`src/common/motor_prot_pkg.sv`:
```
// Purpose: Shared constants for the motor drive protection control block
// Assumes: APB with 32-bit data; pclk at 250 MHz
// Notes: Register indices are word indices; byte address is four times the index
package motor_prot_pkg;

  // Register word indices and derived byte addresses
  localparam logic [13:0] EMG_CTRL_IDX = 14'h1fb0;
  localparam logic [13:0] OVL_CTRL_IDX = 14'h1fb1;
  localparam logic [13:0] KEY_IDX = 14'h1fbf;
  localparam logic [13:0] IRQ_STAT_IDX = 14'h1fc0;
  localparam logic [13:0] IRQ_MASK_IDX = 14'h1fc1;
  localparam int ADDR_W = 16;
  localparam logic [15:0] EMG_CTRL_ADDR = {EMG_CTRL_IDX, 2'b00};
  localparam logic [15:0] OVL_CTRL_ADDR = {OVL_CTRL_IDX, 2'b00};
  localparam logic [15:0] KEY_ADDR = {KEY_IDX, 2'b00};
  localparam logic [15:0] IRQ_STAT_ADDR = {IRQ_STAT_IDX, 2'b00};
  localparam logic [15:0] IRQ_MASK_ADDR = {IRQ_MASK_IDX, 2'b00};

  // Emergency control register fields
  localparam int EMG_SAMPLE_LSB = 4;
  localparam int EMG_STATE_BIT = 2;
  localparam int EMG_RETURN_BIT = 1;
  localparam int EMG_ENABLE_BIT = 0;
  localparam logic [7:0] EMG_CTRL_RESET = 8'h01;

  // Overload control register fields
  localparam int OVL_MANUAL_BIT = 7;
  localparam int OVL_PWM_SYNC_BIT = 6;
  localparam int OVL_TIMER_SYNC_BIT = 5;
  localparam int OVL_STATE_BIT = 4;
  localparam int OVL_CUT_LSB = 2;
  localparam int OVL_HALT_BIT = 1;
  localparam int OVL_ENABLE_BIT = 0;
  localparam logic [7:0] OVL_CTRL_RESET = 8'h00;

  // Disable key sequence
  localparam logic [7:0] KEY_FIRST = 8'h5a;
  localparam logic [7:0] KEY_SECOND = 8'ha5;

  // Interrupt status and mask bits
  localparam int IRQ_EMG_BIT = 0;
  localparam int IRQ_OVL_BIT = 1;
  localparam logic [1:0] IRQ_MASK_RESET = 2'h0;

  // Phase cut selector codes
  localparam logic [1:0] CUT_NONE = 2'b00;
  localparam logic [1:0] CUT_ALL = 2'b01;
  localparam logic [1:0] CUT_PWM = 2'b10;
  localparam logic [1:0] CUT_SIDE = 2'b11;

  // Overload sampling period
  localparam int CLK_MHZ = 250;
  localparam int SAMPLE_PERIOD_NS = 200;
  localparam int SAMPLE_CYCLES = (SAMPLE_PERIOD_NS * CLK_MHZ) / 1000;

  typedef enum logic [1:0] {KEY_IDLE, KEY_HALF, KEY_OPEN} key_state_e;

endpackage

```
`src/hw/motor_drive_protection_control.sv`:
```
// Purpose: Emergency stop and overload protection control with APB registers
// Assumes: Protective pins are active low and asynchronous; sync pulses are on pclk
// Notes: One wait state on every APB access; pslverr on unmapped addresses
//
// Operation
// - Upper nibble of emergency control sets overload input sample count.
// - Emergency control bit 2 reads one while emergency stop is active.
// - Writing one to emergency control bit 1 releases emergency stop only if the pin is already high; a write while low is ignored.
// - Emergency control bit 0 enables emergency stop; enabled after reset.
// - Clearing the emergency enable needs key 5AH then A5H written first.
// - Overload control bit 5 enables return on the timer 1 sync event.
// - Bits 3:2 select cut phases: none, all, PWM, or upper/lower side.
// - Overload bit 6 enables PWM sync return; manual and sync return act side by side.
// - Overload bit 1 halts the PWM counter while overload is active.
// - Overload bit 0 enables overload protection; disabled raises no interrupt.
`timescale 1ns/100ps
module motor_drive_protection_control
  import motor_prot_pkg::*;
#(
  parameter int PHASES = 6
) (
  // Clock and reset
  input wire logic pclk,
  input wire logic presetn,
  // APB slave
  input wire logic psel,
  input wire logic penable,
  input wire logic pwrite,
  input wire logic [ADDR_W-1:0] paddr,
  input wire logic [31:0] pwdata,
  output logic [31:0] prdata,
  output logic pready,
  output logic pslverr,
  // Protective pins, active low
  input wire logic emg_in_n,
  input wire logic overload_in_n,
  // Sync events from timer 1 and the PWM unit, one-cycle pulses
  input wire logic timer1_sync,
  input wire logic pwm_sync,
  // Phase status from the waveform circuit, upper phases in bits 2:0
  input wire logic [PHASES-1:0] phase_active,
  input wire logic [PHASES-1:0] pwm_phase_map,
  // Power stage control
  output logic outputs_hiz,
  output logic [PHASES-1:0] phase_cut,
  output logic [PHASES-1:0] phase_force_on,
  output logic counter_halt,
  output logic emergency_state_flag,
  output logic overload_state_flag,
  output logic irq
);

  localparam int HALF = PHASES / 2;

  // Synchronised pins
  logic emg_lvl;
  logic ovl_lvl;
  logic emg_lvl_prev_q;

  pin_sync #(
    .WIDTH(2),
    .IDLE(2'b11)
  ) u_pin_sync (
    .pclk(pclk),
    .presetn(presetn),
    .pin_in({emg_in_n, overload_in_n}),
    .level_out({emg_lvl, ovl_lvl})
  );

  always_ff @(posedge pclk or negedge presetn) begin
    if (!presetn) begin
      emg_lvl_prev_q <= 1'b1;
    end else begin
      emg_lvl_prev_q <= emg_lvl;
    end
  end

  // APB access decode; writes and reads complete on the edge where pready is seen high
  logic acc_first;
  logic acc_done;
  logic wr_en;
  logic hit_emg;
  logic hit_ovl;
  logic hit_key;
  logic hit_stat;
  logic hit_mask;
  logic hit_any;

  assign acc_first = psel && penable && !pready;
  assign acc_done = psel && penable && pready;
  assign hit_emg = (paddr == EMG_CTRL_ADDR);
  assign hit_ovl = (paddr == OVL_CTRL_ADDR);
  assign hit_key = (paddr == KEY_ADDR);
  assign hit_stat = (paddr == IRQ_STAT_ADDR);
  assign hit_mask = (paddr == IRQ_MASK_ADDR);
  assign hit_any = hit_emg || hit_ovl || hit_key || hit_stat || hit_mask;
  assign wr_en = acc_done && pwrite && hit_any;

  logic wr_emg;
  logic wr_ovl;
  logic wr_key;
  assign wr_emg = wr_en && hit_emg;
  assign wr_ovl = wr_en && hit_ovl;
  assign wr_key = wr_en && hit_key;

  // Control registers
  logic [3:0] sample_time_q;
  logic emg_enable_q;
  logic emg_state_q;
  logic ovl_enable_q;
  logic ovl_halt_en_q;
  logic [1:0] cut_sel_q;
  logic ovl_timer_ret_q;
  logic ovl_pwm_ret_q;
  logic ovl_manual_q;
  logic ovl_state_q;
  logic ovl_return;
  logic [1:0] irq_stat_q;
  logic [1:0] irq_mask_q;
  key_state_e key_q;

  // Disable key: a wrong key byte or an emergency control write breaks the sequence, so a stray write cannot unlock
  always_ff @(posedge pclk or negedge presetn) begin
    if (!presetn) begin
      key_q <= KEY_IDLE;
    end else if (wr_key) begin
      unique case (key_q)
        KEY_IDLE: key_q <= (pwdata[7:0] == KEY_FIRST) ? KEY_HALF : KEY_IDLE;
        KEY_HALF: key_q <= (pwdata[7:0] == KEY_SECOND) ? KEY_OPEN :
                           ((pwdata[7:0] == KEY_FIRST) ? KEY_HALF : KEY_IDLE);
        KEY_OPEN: key_q <= (pwdata[7:0] == KEY_FIRST) ? KEY_HALF : KEY_IDLE;
      endcase
    end else if (wr_emg) begin
      key_q <= KEY_IDLE;
    end
  end

  always_ff @(posedge pclk or negedge presetn) begin
    if (!presetn) begin
      sample_time_q <= EMG_CTRL_RESET[EMG_SAMPLE_LSB +: 4];
      emg_enable_q <= EMG_CTRL_RESET[EMG_ENABLE_BIT];
    end else if (wr_emg) begin
      sample_time_q <= pwdata[EMG_SAMPLE_LSB +: 4];
      if (pwdata[EMG_ENABLE_BIT]) begin
        emg_enable_q <= 1'b1;
      end else if (key_q == KEY_OPEN) begin
        emg_enable_q <= 1'b0;
      end
    end
  end

  // Emergency stop: falling edge of the pin while enabled
  logic emg_fall;
  logic emg_event;
  logic emg_return;
  assign emg_fall = emg_lvl_prev_q && !emg_lvl;
  assign emg_event = emg_fall && emg_enable_q;
  // Release is refused while the pin is still low
  assign emg_return = wr_emg && pwdata[EMG_RETURN_BIT] && emg_lvl;

  always_ff @(posedge pclk or negedge presetn) begin
    if (!presetn) begin
      emg_state_q <= 1'b0;
    end else if (emg_event) begin
      emg_state_q <= 1'b1;
    end else if (emg_return) begin
      emg_state_q <= 1'b0;
    end
  end

  always_ff @(posedge pclk or negedge presetn) begin
    if (!presetn) begin
      ovl_manual_q <= OVL_CTRL_RESET[OVL_MANUAL_BIT];
      ovl_pwm_ret_q <= OVL_CTRL_RESET[OVL_PWM_SYNC_BIT];
      ovl_timer_ret_q <= OVL_CTRL_RESET[OVL_TIMER_SYNC_BIT];
      cut_sel_q <= OVL_CTRL_RESET[OVL_CUT_LSB +: 2];
      ovl_halt_en_q <= OVL_CTRL_RESET[OVL_HALT_BIT];
      ovl_enable_q <= OVL_CTRL_RESET[OVL_ENABLE_BIT];
    end else begin
      if (wr_ovl) begin
        ovl_pwm_ret_q <= pwdata[OVL_PWM_SYNC_BIT];
        ovl_timer_ret_q <= pwdata[OVL_TIMER_SYNC_BIT];
        cut_sel_q <= pwdata[OVL_CUT_LSB +: 2];
        ovl_halt_en_q <= pwdata[OVL_HALT_BIT];
        ovl_enable_q <= pwdata[OVL_ENABLE_BIT];
      end
      // Manual request stays pending until it takes effect or overload ends
      if (wr_ovl && pwdata[OVL_MANUAL_BIT]) begin
        ovl_manual_q <= 1'b1;
      end else if (ovl_return || !ovl_state_q) begin
        ovl_manual_q <= 1'b0;
      end
    end
  end

  // Overload input sampling
  localparam int TICK_W = $clog2(SAMPLE_CYCLES + 1);
  localparam logic [TICK_W-1:0] TICK_LAST = TICK_W'(SAMPLE_CYCLES - 1);
  logic [TICK_W-1:0] tick_cnt_q;
  logic sample_tick;
  logic [3:0] low_cnt_q;
  logic [3:0] sample_need;
  logic ovl_detect;
  logic ovl_event;
  logic sync_return;

  assign sample_tick = (tick_cnt_q == TICK_LAST);
  // Counts of zero and one both mean a single sample
  assign sample_need = (sample_time_q == 4'h0) ? 4'h1 : sample_time_q;

  always_ff @(posedge pclk or negedge presetn) begin
    if (!presetn) begin
      tick_cnt_q <= '0;
    end else if (sample_tick) begin
      tick_cnt_q <= '0;
    end else begin
      tick_cnt_q <= tick_cnt_q + TICK_W'(1);
    end
  end

  always_ff @(posedge pclk or negedge presetn) begin
    if (!presetn) begin
      low_cnt_q <= 4'h0;
    end else if (ovl_lvl || !ovl_enable_q || ovl_state_q) begin
      low_cnt_q <= 4'h0;
    end else if (sample_tick && !ovl_detect) begin
      low_cnt_q <= low_cnt_q + 4'h1;
    end
  end

  assign ovl_detect = (low_cnt_q >= sample_need);
  assign ovl_event = ovl_detect && ovl_enable_q && !ovl_state_q;

  // Manual or sync return, whichever comes first; sync methods still act while a manual request is pending
  assign sync_return = (ovl_timer_ret_q && timer1_sync) ||
                       (ovl_pwm_ret_q && pwm_sync);
  assign ovl_return = ovl_state_q && ovl_lvl &&
                      (ovl_manual_q || sync_return);

  always_ff @(posedge pclk or negedge presetn) begin
    if (!presetn) begin
      ovl_state_q <= 1'b0;
    end else if (!ovl_enable_q) begin
      ovl_state_q <= 1'b0;
    end else if (ovl_event) begin
      ovl_state_q <= 1'b1;
    end else if (ovl_return) begin
      ovl_state_q <= 1'b0;
    end
  end

  // Side capture for the upper/lower cut mode, frozen at overload entry
  logic [1:0] upper_cnt;
  logic [1:0] lower_cnt;
  logic upper_win_q;

  always_comb begin
    upper_cnt = 2'h0;
    lower_cnt = 2'h0;
    for (int i = 0; i < HALF; i++) begin
      upper_cnt = upper_cnt + {1'b0, phase_active[i]};
      lower_cnt = lower_cnt + {1'b0, phase_active[i + HALF]};
    end
  end

  always_ff @(posedge pclk or negedge presetn) begin
    if (!presetn) begin
      upper_win_q <= 1'b0;
    end else if (ovl_event) begin
      upper_win_q <= (upper_cnt >= 2'h2);
    end
  end

  // Power stage outputs; emergency takes the pins high impedance
  always_ff @(posedge pclk or negedge presetn) begin
    if (!presetn) begin
      phase_cut <= '0;
      phase_force_on <= '0;
    end else if (!ovl_state_q) begin
      phase_cut <= '0;
      phase_force_on <= '0;
    end else begin
      unique case (cut_sel_q)
        CUT_NONE: begin
          phase_cut <= '0;
          phase_force_on <= '0;
        end
        CUT_ALL: begin
          phase_cut <= '1;
          phase_force_on <= '0;
        end
        CUT_PWM: begin
          phase_cut <= pwm_phase_map;
          phase_force_on <= '0;
        end
        CUT_SIDE: begin
          phase_cut <= upper_win_q ? {{HALF{1'b1}}, {HALF{1'b0}}} :
                                     {{HALF{1'b0}}, {HALF{1'b1}}};
          phase_force_on <= upper_win_q ? {{HALF{1'b0}}, {HALF{1'b1}}} :
                                          {{HALF{1'b1}}, {HALF{1'b0}}};
        end
      endcase
    end
  end

  // Motor output selection is held outside; the stage only waits for the release
  always_ff @(posedge pclk or negedge presetn) begin
    if (!presetn) begin
      outputs_hiz <= 1'b0;
      counter_halt <= 1'b0;
      emergency_state_flag <= 1'b0;
      overload_state_flag <= 1'b0;
    end else begin
      outputs_hiz <= emg_state_q || emg_event;
      counter_halt <= ovl_state_q && ovl_halt_en_q;
      emergency_state_flag <= emg_state_q;
      overload_state_flag <= ovl_state_q;
    end
  end

  // Interrupt status: set wins over a write-one clear in the same cycle
  logic [1:0] irq_set;
  logic [1:0] irq_clr;
  assign irq_set = {ovl_event, emg_event};
  assign irq_clr = (wr_en && hit_stat) ? pwdata[1:0] : 2'h0;

  always_ff @(posedge pclk or negedge presetn) begin
    if (!presetn) begin
      irq_stat_q <= 2'h0;
    end else begin
      irq_stat_q <= irq_set | (irq_stat_q & ~irq_clr);
    end
  end

  always_ff @(posedge pclk or negedge presetn) begin
    if (!presetn) begin
      irq_mask_q <= IRQ_MASK_RESET;
    end else if (wr_en && hit_mask) begin
      irq_mask_q <= pwdata[1:0];
    end
  end

  always_ff @(posedge pclk or negedge presetn) begin
    if (!presetn) begin
      irq <= 1'b0;
    end else begin
      irq <= |(irq_stat_q & irq_mask_q);
    end
  end

  // Read mux; return bits are write-only and read as zero except pending manual return
  logic [7:0] rd_byte;
  always_comb begin
    rd_byte = 8'h00;
    if (hit_emg) begin
      rd_byte[EMG_SAMPLE_LSB +: 4] = sample_time_q;
      rd_byte[EMG_STATE_BIT] = emg_state_q;
      rd_byte[EMG_ENABLE_BIT] = emg_enable_q;
    end else if (hit_ovl) begin
      rd_byte[OVL_MANUAL_BIT] = ovl_manual_q;
      rd_byte[OVL_PWM_SYNC_BIT] = ovl_pwm_ret_q;
      rd_byte[OVL_TIMER_SYNC_BIT] = ovl_timer_ret_q;
      rd_byte[OVL_STATE_BIT] = ovl_state_q;
      rd_byte[OVL_CUT_LSB +: 2] = cut_sel_q;
      rd_byte[OVL_HALT_BIT] = ovl_halt_en_q;
      rd_byte[OVL_ENABLE_BIT] = ovl_enable_q;
    end else if (hit_stat) begin
      rd_byte[1:0] = irq_stat_q;
    end else if (hit_mask) begin
      rd_byte[1:0] = irq_mask_q;
    end
  end

  // One wait state keeps every bus output registered
  always_ff @(posedge pclk or negedge presetn) begin
    if (!presetn) begin
      pready <= 1'b0;
      pslverr <= 1'b0;
      prdata <= 32'h0000_0000;
    end else begin
      pready <= acc_first;
      pslverr <= acc_first && !hit_any;
      prdata <= (acc_first && !pwrite) ? {24'h00_0000, rd_byte} : 32'h0000_0000;
    end
  end

endmodule

```
`src/hw/pin_sync.sv`:
```
// Purpose: Three-stage synchroniser for asynchronous pin inputs
// Assumes: Pins are quasi-static relative to pclk
// Notes: Output changes only once the second and third stages agree
`timescale 1ns/100ps
module pin_sync #(
  parameter int WIDTH = 1,
  parameter logic [WIDTH-1:0] IDLE = '1
) (
  // Clock and reset
  input wire logic pclk,
  input wire logic presetn,
  // Pin side
  input wire logic [WIDTH-1:0] pin_in,
  // Synchronised level
  output logic [WIDTH-1:0] level_out
);

  logic [WIDTH-1:0] s1_q;
  logic [WIDTH-1:0] s2_q;
  logic [WIDTH-1:0] s3_q;

  always_ff @(posedge pclk or negedge presetn) begin
    if (!presetn) begin
      s1_q <= IDLE;
      s2_q <= IDLE;
      s3_q <= IDLE;
    end else begin
      s1_q <= pin_in;
      s2_q <= s1_q;
      s3_q <= s2_q;
    end
  end

  // Per bit: accept a new level only once two stages agree, filtering a one-cycle glitch
  for (genvar i = 0; i < WIDTH; i++) begin : g_bit
    always_ff @(posedge pclk or negedge presetn) begin
      if (!presetn) begin
        level_out[i] <= IDLE[i];
      end else if (s2_q[i] == s3_q[i]) begin
        level_out[i] <= s3_q[i];
      end
    end
  end

endmodule

```
`config.mk`:
```
export PLATFORM = sky130hd
export DESIGN_NAME = motor_drive_protection_control
export DESIGN_NICKNAME = d
export VERILOG_FILES = /design/src/common/motor_prot_pkg.sv /design/src/hw/motor_drive_protection_control.sv /design/src/hw/pin_sync.sv
export SDC_FILE = /design/constraint.sdc
export NUM_CORES = 1
export LEC_CHECK = 0
export BUFFER_PORTS_ARGS = -buffer_cell sky130_fd_sc_hd__clkbuf_2
export CELL_PAD_IN_SITES_DETAIL_PLACEMENT = 1
export CELL_PAD_IN_SITES_GLOBAL_PLACEMENT = 2
export CORE_UTILIZATION = 32
export CTS_CLUSTER_DIAMETER = 40
export CTS_CLUSTER_SIZE = 10
export DETAILED_ROUTE_END_ITERATION = 16
export PLACE_DENSITY = 0.87
export SKIP_CTS_REPAIR_TIMING = 1
export SLEW_MARGIN = 10
export SYNTH_ARGS = -nofsm -noshare
export SYNTH_HDL_FRONTEND = slang
export SYNTH_SLANG_ARGS = --single-unit
```
`constraint.sdc`:
```
create_clock -name pclk -period 3.95 [get_ports pclk]
set_clock_uncertainty 0.05 [all_clocks]
set_input_delay 0.1975 -clock pclk [delete_from_list [all_inputs] [get_ports pclk]]
set_output_delay 0.1975 -clock pclk [all_outputs]
set_load 0.01 [all_outputs]
```
### After elaboration in Yosys (flattened, before gate mapping)

Index checks and enable logic that the tools add are counted.

| storage, ports and cells | value |
|---|---|
| input port bits | 69 |
| word-level logic and storage cells | 147 |
| register bits after elaboration | 67 |
| output and inout port bits | 51 |

| operators by class | value |
|---|---|
| bitwise operators | 4 |
| $lt $le $gt $ge | 2 |
| multiplexer cells | 35 |
| reduce and logical (&&, ||, !) cells | 54 |
| $add $sub $neg | 4 |
| equal/unequal tests | 16 |

Operators with widths:

| operator | count |
|---|---|
| $eq A16 B15 Y1 const B | 5 |
| $mux W6 | 6 |
| $logic_and A1 B1 Y1 | 25 |
| $pmux W6 S4 | 1 |
| $mux W4 | 4 |
| $mux W1 | 14 |
| $mux W2 | 7 |
| $pmux W6 S2 | 1 |
| $logic_or A1 B1 Y1 | 10 |
| $reduce_bool A2 Y1 | 5 |
| $eq A8 B7 Y1 const B | 1 |
| $eq A8 B8 Y1 const B | 1 |
| $mux W8 | 1 |
| $logic_not A1 Y1 | 7 |
| $add A6 B1 Y6 const B | 1 |
| $eq A2 B2 Y1 const B | 3 |
| $eq A6 B6 Y1 const B | 1 |
| $add A4 B1 Y4 const B | 1 |
| $and A2 B2 Y2 | 2 |
| $eq A2 B1 Y1 const B | 2 |
| $ge A4 B4 Y1 | 1 |
| $logic_not A2 Y1 | 2 |
| $logic_not A4 Y1 | 1 |
| $pmux W2 S2 | 1 |
| 10 further kinds | 12 |

### Longest topological paths before layout

| logic depth | value |
|---|---|
| word-level depth | 11 |
| gate-level depth with buffers | 8 |
| gate-level depth less buffers | 8 |

### By module

Synthesis repeated with hierarchy kept, for this count alone.

| second synthesis, totals | value |
|---|---|
| cells, all modules | 265 |
| area, all modules | 2,944.1 um^2 |

Modules (own cells, without submodules):

| module | cells each | times used | area each (um^2) | seq. area each (um^2) |
|---|---|---|---|---|
| motor_drive_protection_control | 255 | 1 | 2,711.4 | 1,378.8 |
| pin_sync | 10 | 1 | 232.7 | 210.2 |

### Least setup slack after synthesis

No wires, ideal clock.

| timing path | value |
|---|---|
| path kind | register -> register |
| start | register sample_time_q[2] |
| end | register low_cnt_q[1] |
| path slack | 1,957 ps |
| cell stages (with the launch flop) | 9 |
| library setup time | 119 ps |
| arrival time | 1,824 ps |
| clock period less this slack | 1,993 ps |
| buffers on the path | 0 |
| data required time | 3,781 ps |
| path through | dfrtp_1 -> inv_1 -> a31o_2 -> ha_1 -> nand2b_1 -> a2111oi_4 -> o21ai_1 -> mux2i_1 -> nor2_1 |

| on the way | value |
|---|---|
| cells in the longest elaborated chain, start to end | 6 |

Ends and longest elaborated chain:

| element | RTL line | text |
|---|---|---|
| start, declared | motor_drive_protection_control.sv:107 | `logic [3:0] sample_time_q;` |
| start signal, assigned | motor_drive_protection_control.sv:140 | `sample_time_q <= EMG_CTRL_RESET[EMG_SAMPLE_LSB +: 4];` |
| start signal, assigned | motor_drive_protection_control.sv:143 | `sample_time_q <= pwdata[EMG_SAMPLE_LSB +: 4];` |
| $logic_not A4 Y1 | motor_drive_protection_control.sv:209 | `assign sample_need = (sample_time_q == 4'h0) ? 4'h1 : sample_time_q;` |
| $mux W4 * | motor_drive_protection_control.sv:209 |  |
| $ge A4 B4 Y1 * | motor_drive_protection_control.sv:231 | `assign ovl_detect = (low_cnt_q >= sample_need);` |
| $logic_not A1 Y1 * | motor_drive_protection_control.sv:226 | `end else if (sample_tick && !ovl_detect) begin` |
| $logic_and A1 B1 Y1 * | motor_drive_protection_control.sv:226 |  |
| $reduce_bool A2 Y1 (no line) * | n/a |  |
| end signal, assigned | motor_drive_protection_control.sv:227 | `low_cnt_q <= low_cnt_q + 4'h1;` |
| end, declared | motor_drive_protection_control.sv:201 | `logic [3:0] low_cnt_q;` |

Every way passes the cells marked *; elsewhere a longest branch is shown, timed or not.
A chain may end at the register's enable or synchronous reset.

### Worst setup path in the final report

Same ends and word-level chain as after synthesis.

==> impl_metrics.tcl <==
set metrics [dict create \
    cts_made_buffers 9 \
    dieWidth_um 99.5 \
    clk_pin_slew_ps 70 \
    ys_ff_latch 63 \
    htree_levels 3 \
    cp_num_buf_inv 1 \
    tritoncts "yes" \
    finalSetupViolations 0 \
    max_freq_mhz 459 \
    crit_type "flop to flop" \
    drive_gt1_frac 0.341 \
    routed_wl_mm 6.90 \
    grt_pass1_wl_mm 11.8 \
    final_core_util 0.393 \
    viasPerCell 4.58 \
    p_total_mw 1.29 \
    cp_cell_sequence "inv_1 > a31o_2 > ha_1 > nand2b_1 > a2111oi_4 > o21ai_1 > mux2i_1 > nor2_1" \
    rsz0062_at_grt "no" \
    fin_crit_sh 0.552 \
    diodes 0 \
    antenna_left 0 \
    synthTopCellsByArea "dfrtp_1 (44%), dfstp_2 (8.6%), buf_4 (7.2%)" \
    grt_pass1_vias 2359 \
    ir_worst_vdd_mv 0.206 \
    dp_hpwl_mm 5.32 \
    synth_area_sq_um 3040 \
    period_minus_slack_ps 2180 \
    synth-async-reset-ratio 1.00 \
    io_buffers 68 \
    num_vias 2174 \
    maxCapViolCount 0 \
    ys_warn_count 0 \
    clock-root-buffer "clkbuf_8" \
    grt_max_degree 48 \
    outcome "finished clean" \
    clk_path_buf_depth 2 \
    fin_tns_setup_ps 0 \
    grt_antenna_before_repair 0 \
    crit_path_top_delay_cell "a2111oi_4" \
    row_count 35 \
    pin_count 120 \
    leakage_nw 1.75 \
    routabilityCongestion 0.739 \
    insertion_delay_ps 340 \
    p_per_area_nw_per_um2 356 \
    layout.nets 418 \
    drv_slew 0 \
    layout_common_cells "clkbuf_2 (68), dfrtp_1 (53), nor2_1 (26), conb_1 (24), nand2_1 (23)" \
    final_area_sq_um 3630 \
    drt_pre_antenna_iters 4 \
    required_ps 4130 \
    fillers 1029 \
    ys.flop_type "dfrtp_1" \
    drc_errors 0 \
    critPathMaxFanout 5 \
    avgSynthCellArea_sq_um 11.4 \
    seq_area_sq_um 1590 \
    synth.distinct_cells 56 \
    multi_input_area_sq_um 1270 \
    worst_pin_slew_ps 658 \
    synth_top_area_frac 0.436 \
    synth_sequential_area_ratio 0.523 \
    end_kind "flop" \
    area_delta_synth_final_pct 19.5 \
    hold_viol_final 0 \
    core-area_sq_um 9240 \
    hold_class "input pin to flop" \
    overflow 0 \
    die_h_um 99.5 \
    post_drt_wl_per_cell_um 14.5 \
    synth_edf_count 0 \
    cp_top_family "compound AO/OA/AOI/OAI gates" \
    first_iter_violations 29 \
    place_area_sq_um 3410 \
    dieArea_sq_um 9890 \
    track_usage 0.158 \
    yosysTopAreaCell "dfrtp_1" \
    numClockSinks 63 \
    synthCells 266 \
    initial_core_util 0.329 \
    relSlewSlack 0.559 \
    slowest_delay_ps 470 \
    layout.cells.most_common "clkbuf_2" \
    worstPathArrival_ps 2360 \
    cp-start-kind "flop" \
]
[per-stage QoR]
step,std cells,hold WS [ps],setup WS (ps)
detailed placement,456,98.6,1770
floorplan,289,-148,1960
global route,475,33.1,1570
finish,475,32.9,1770
global placement,456,94.5,1790
CTS,472,-275,1750
[cell usage after synthesis, types with 2 or more instances]
library cell  number
mux2_2            10
nor3_1             5
a21boi_0           6
nand3b_1           4
clkbuf_1           2
o21ai_0            9
or3_1              2
a22o_1             2
nand2_1           23
maj3_1             2
a21oi_1            2
nor2_1            26
a31oi_1            2
a21o_1             3
dfstp_2           10
nor3_2             2
dfrtp_1           53
ha_1               8
nand4_1            2
nand2b_1           3
mux2i_1            6
a221oi_1           2
buf_4             29
inv_1             12
o211ai_1           2
nand3_1            3
xor2_1             3
nor4bb_1           2
xnor2_1            3
nor4_1             2
[cell families (layout without fill, tap and decap cells)]
group | after synthesis | after routing | share of synthesized area
AOI/OAI and AO/OA | 36 | 36 | 0.0893
muxes | 16 | 16 | 0.0568
DFF | 63 | 63 | 0.523
buffers and inverters | 43 | 100 | 0.0889
xor gates and xnor gates | 6 | 6 | 0.0173
and+or+nand+nor | 91 | 91 | 0.184
other | 1 | 24 | 0.00123
adders and majority gates | 10 | 10 | 0.0395
[final timing paths]
kind | start | cells past startpoint | endpoint | slack, ps
max reg2reg | sample_time_q[2] | 8 | low_cnt_q[1] | 1770
max | sample_time_q[2] | 8 | low_cnt_q[1] | 1770
min reg2reg | u_pin_sync.s1_q[1] | 0 | u_pin_sync.s2_q[1] | 310
min | pwm_phase_map[5] | 3 | phase_cut[5] | 30
max in group asynchronous | presetn | 3 | phase_cut[2] | 2660
min in group asynchronous | presetn | 2 | tick_cnt_q[3] | 260
[per-layer routing]
| layer | wire length (um) | share of wire | vias to the layer above | track usage |
|---|---|---|---|---|
| met5 | 0 | 0 | - | 0 |
| met4 | 93 | 0.013 | 0 | 0.0509 |
| met3 | 361 | 0.052 | 10 | 0.0485 |
| met2 | 3530 | 0.51 | 63 | 0.274 |
| met1 | 2920 | 0.42 | 1078 | 0.187 |
| li1 | - | - | 1023 | - |
[cell type report]
cell class | instances | area share
clock inverter | 3 | 0.0117
timing repair buffer | 72 | 0.104
tap | 129 | 0.0445
clock buffer | 13 | 0.0410
inverter | 12 | 0.0124
multi-input combinational | 183 | 0.349
sequential | 63 | 0.438
[power breakdown]
part | switching (mW) | internal, mW | leakage (nW)
Combinational | 0.0508 | 0.0294 | 0.876
Clock | 0.242 | 0.308 | 0.0936
Sequential | 0.00558 | 0.657 | 0.783
Total | 0.298 | 0.995 | 1.75
[worst reg2reg max path, delay by kind of cell (launching register included)]
kind / cells / cell delay (ps)
compound gates: 3 / 910
buf+inv: 1 / 80
fa+ha+maj: 1 / 260
flops: 1 / 350
mux: 1 / 200
simple gates: 2 / 220
[state kept, by name (all words and copies together) (netlist names), 2 cells and up]
name / flops
prdata: 8
phase_cut: 6
tick_cnt_q: 6
low_cnt_q: 4
sample_time_q: 4
cut_sel_q: 2
irq_mask_q: 2
irq_stat_q: 2
key_q: 2
phase_force_on: 2
u_pin_sync.level_out: 2
u_pin_sync.s1_q: 2
u_pin_sync.s2_q: 2
u_pin_sync.s3_q: 2
Power figures use the tool's default switching activity.
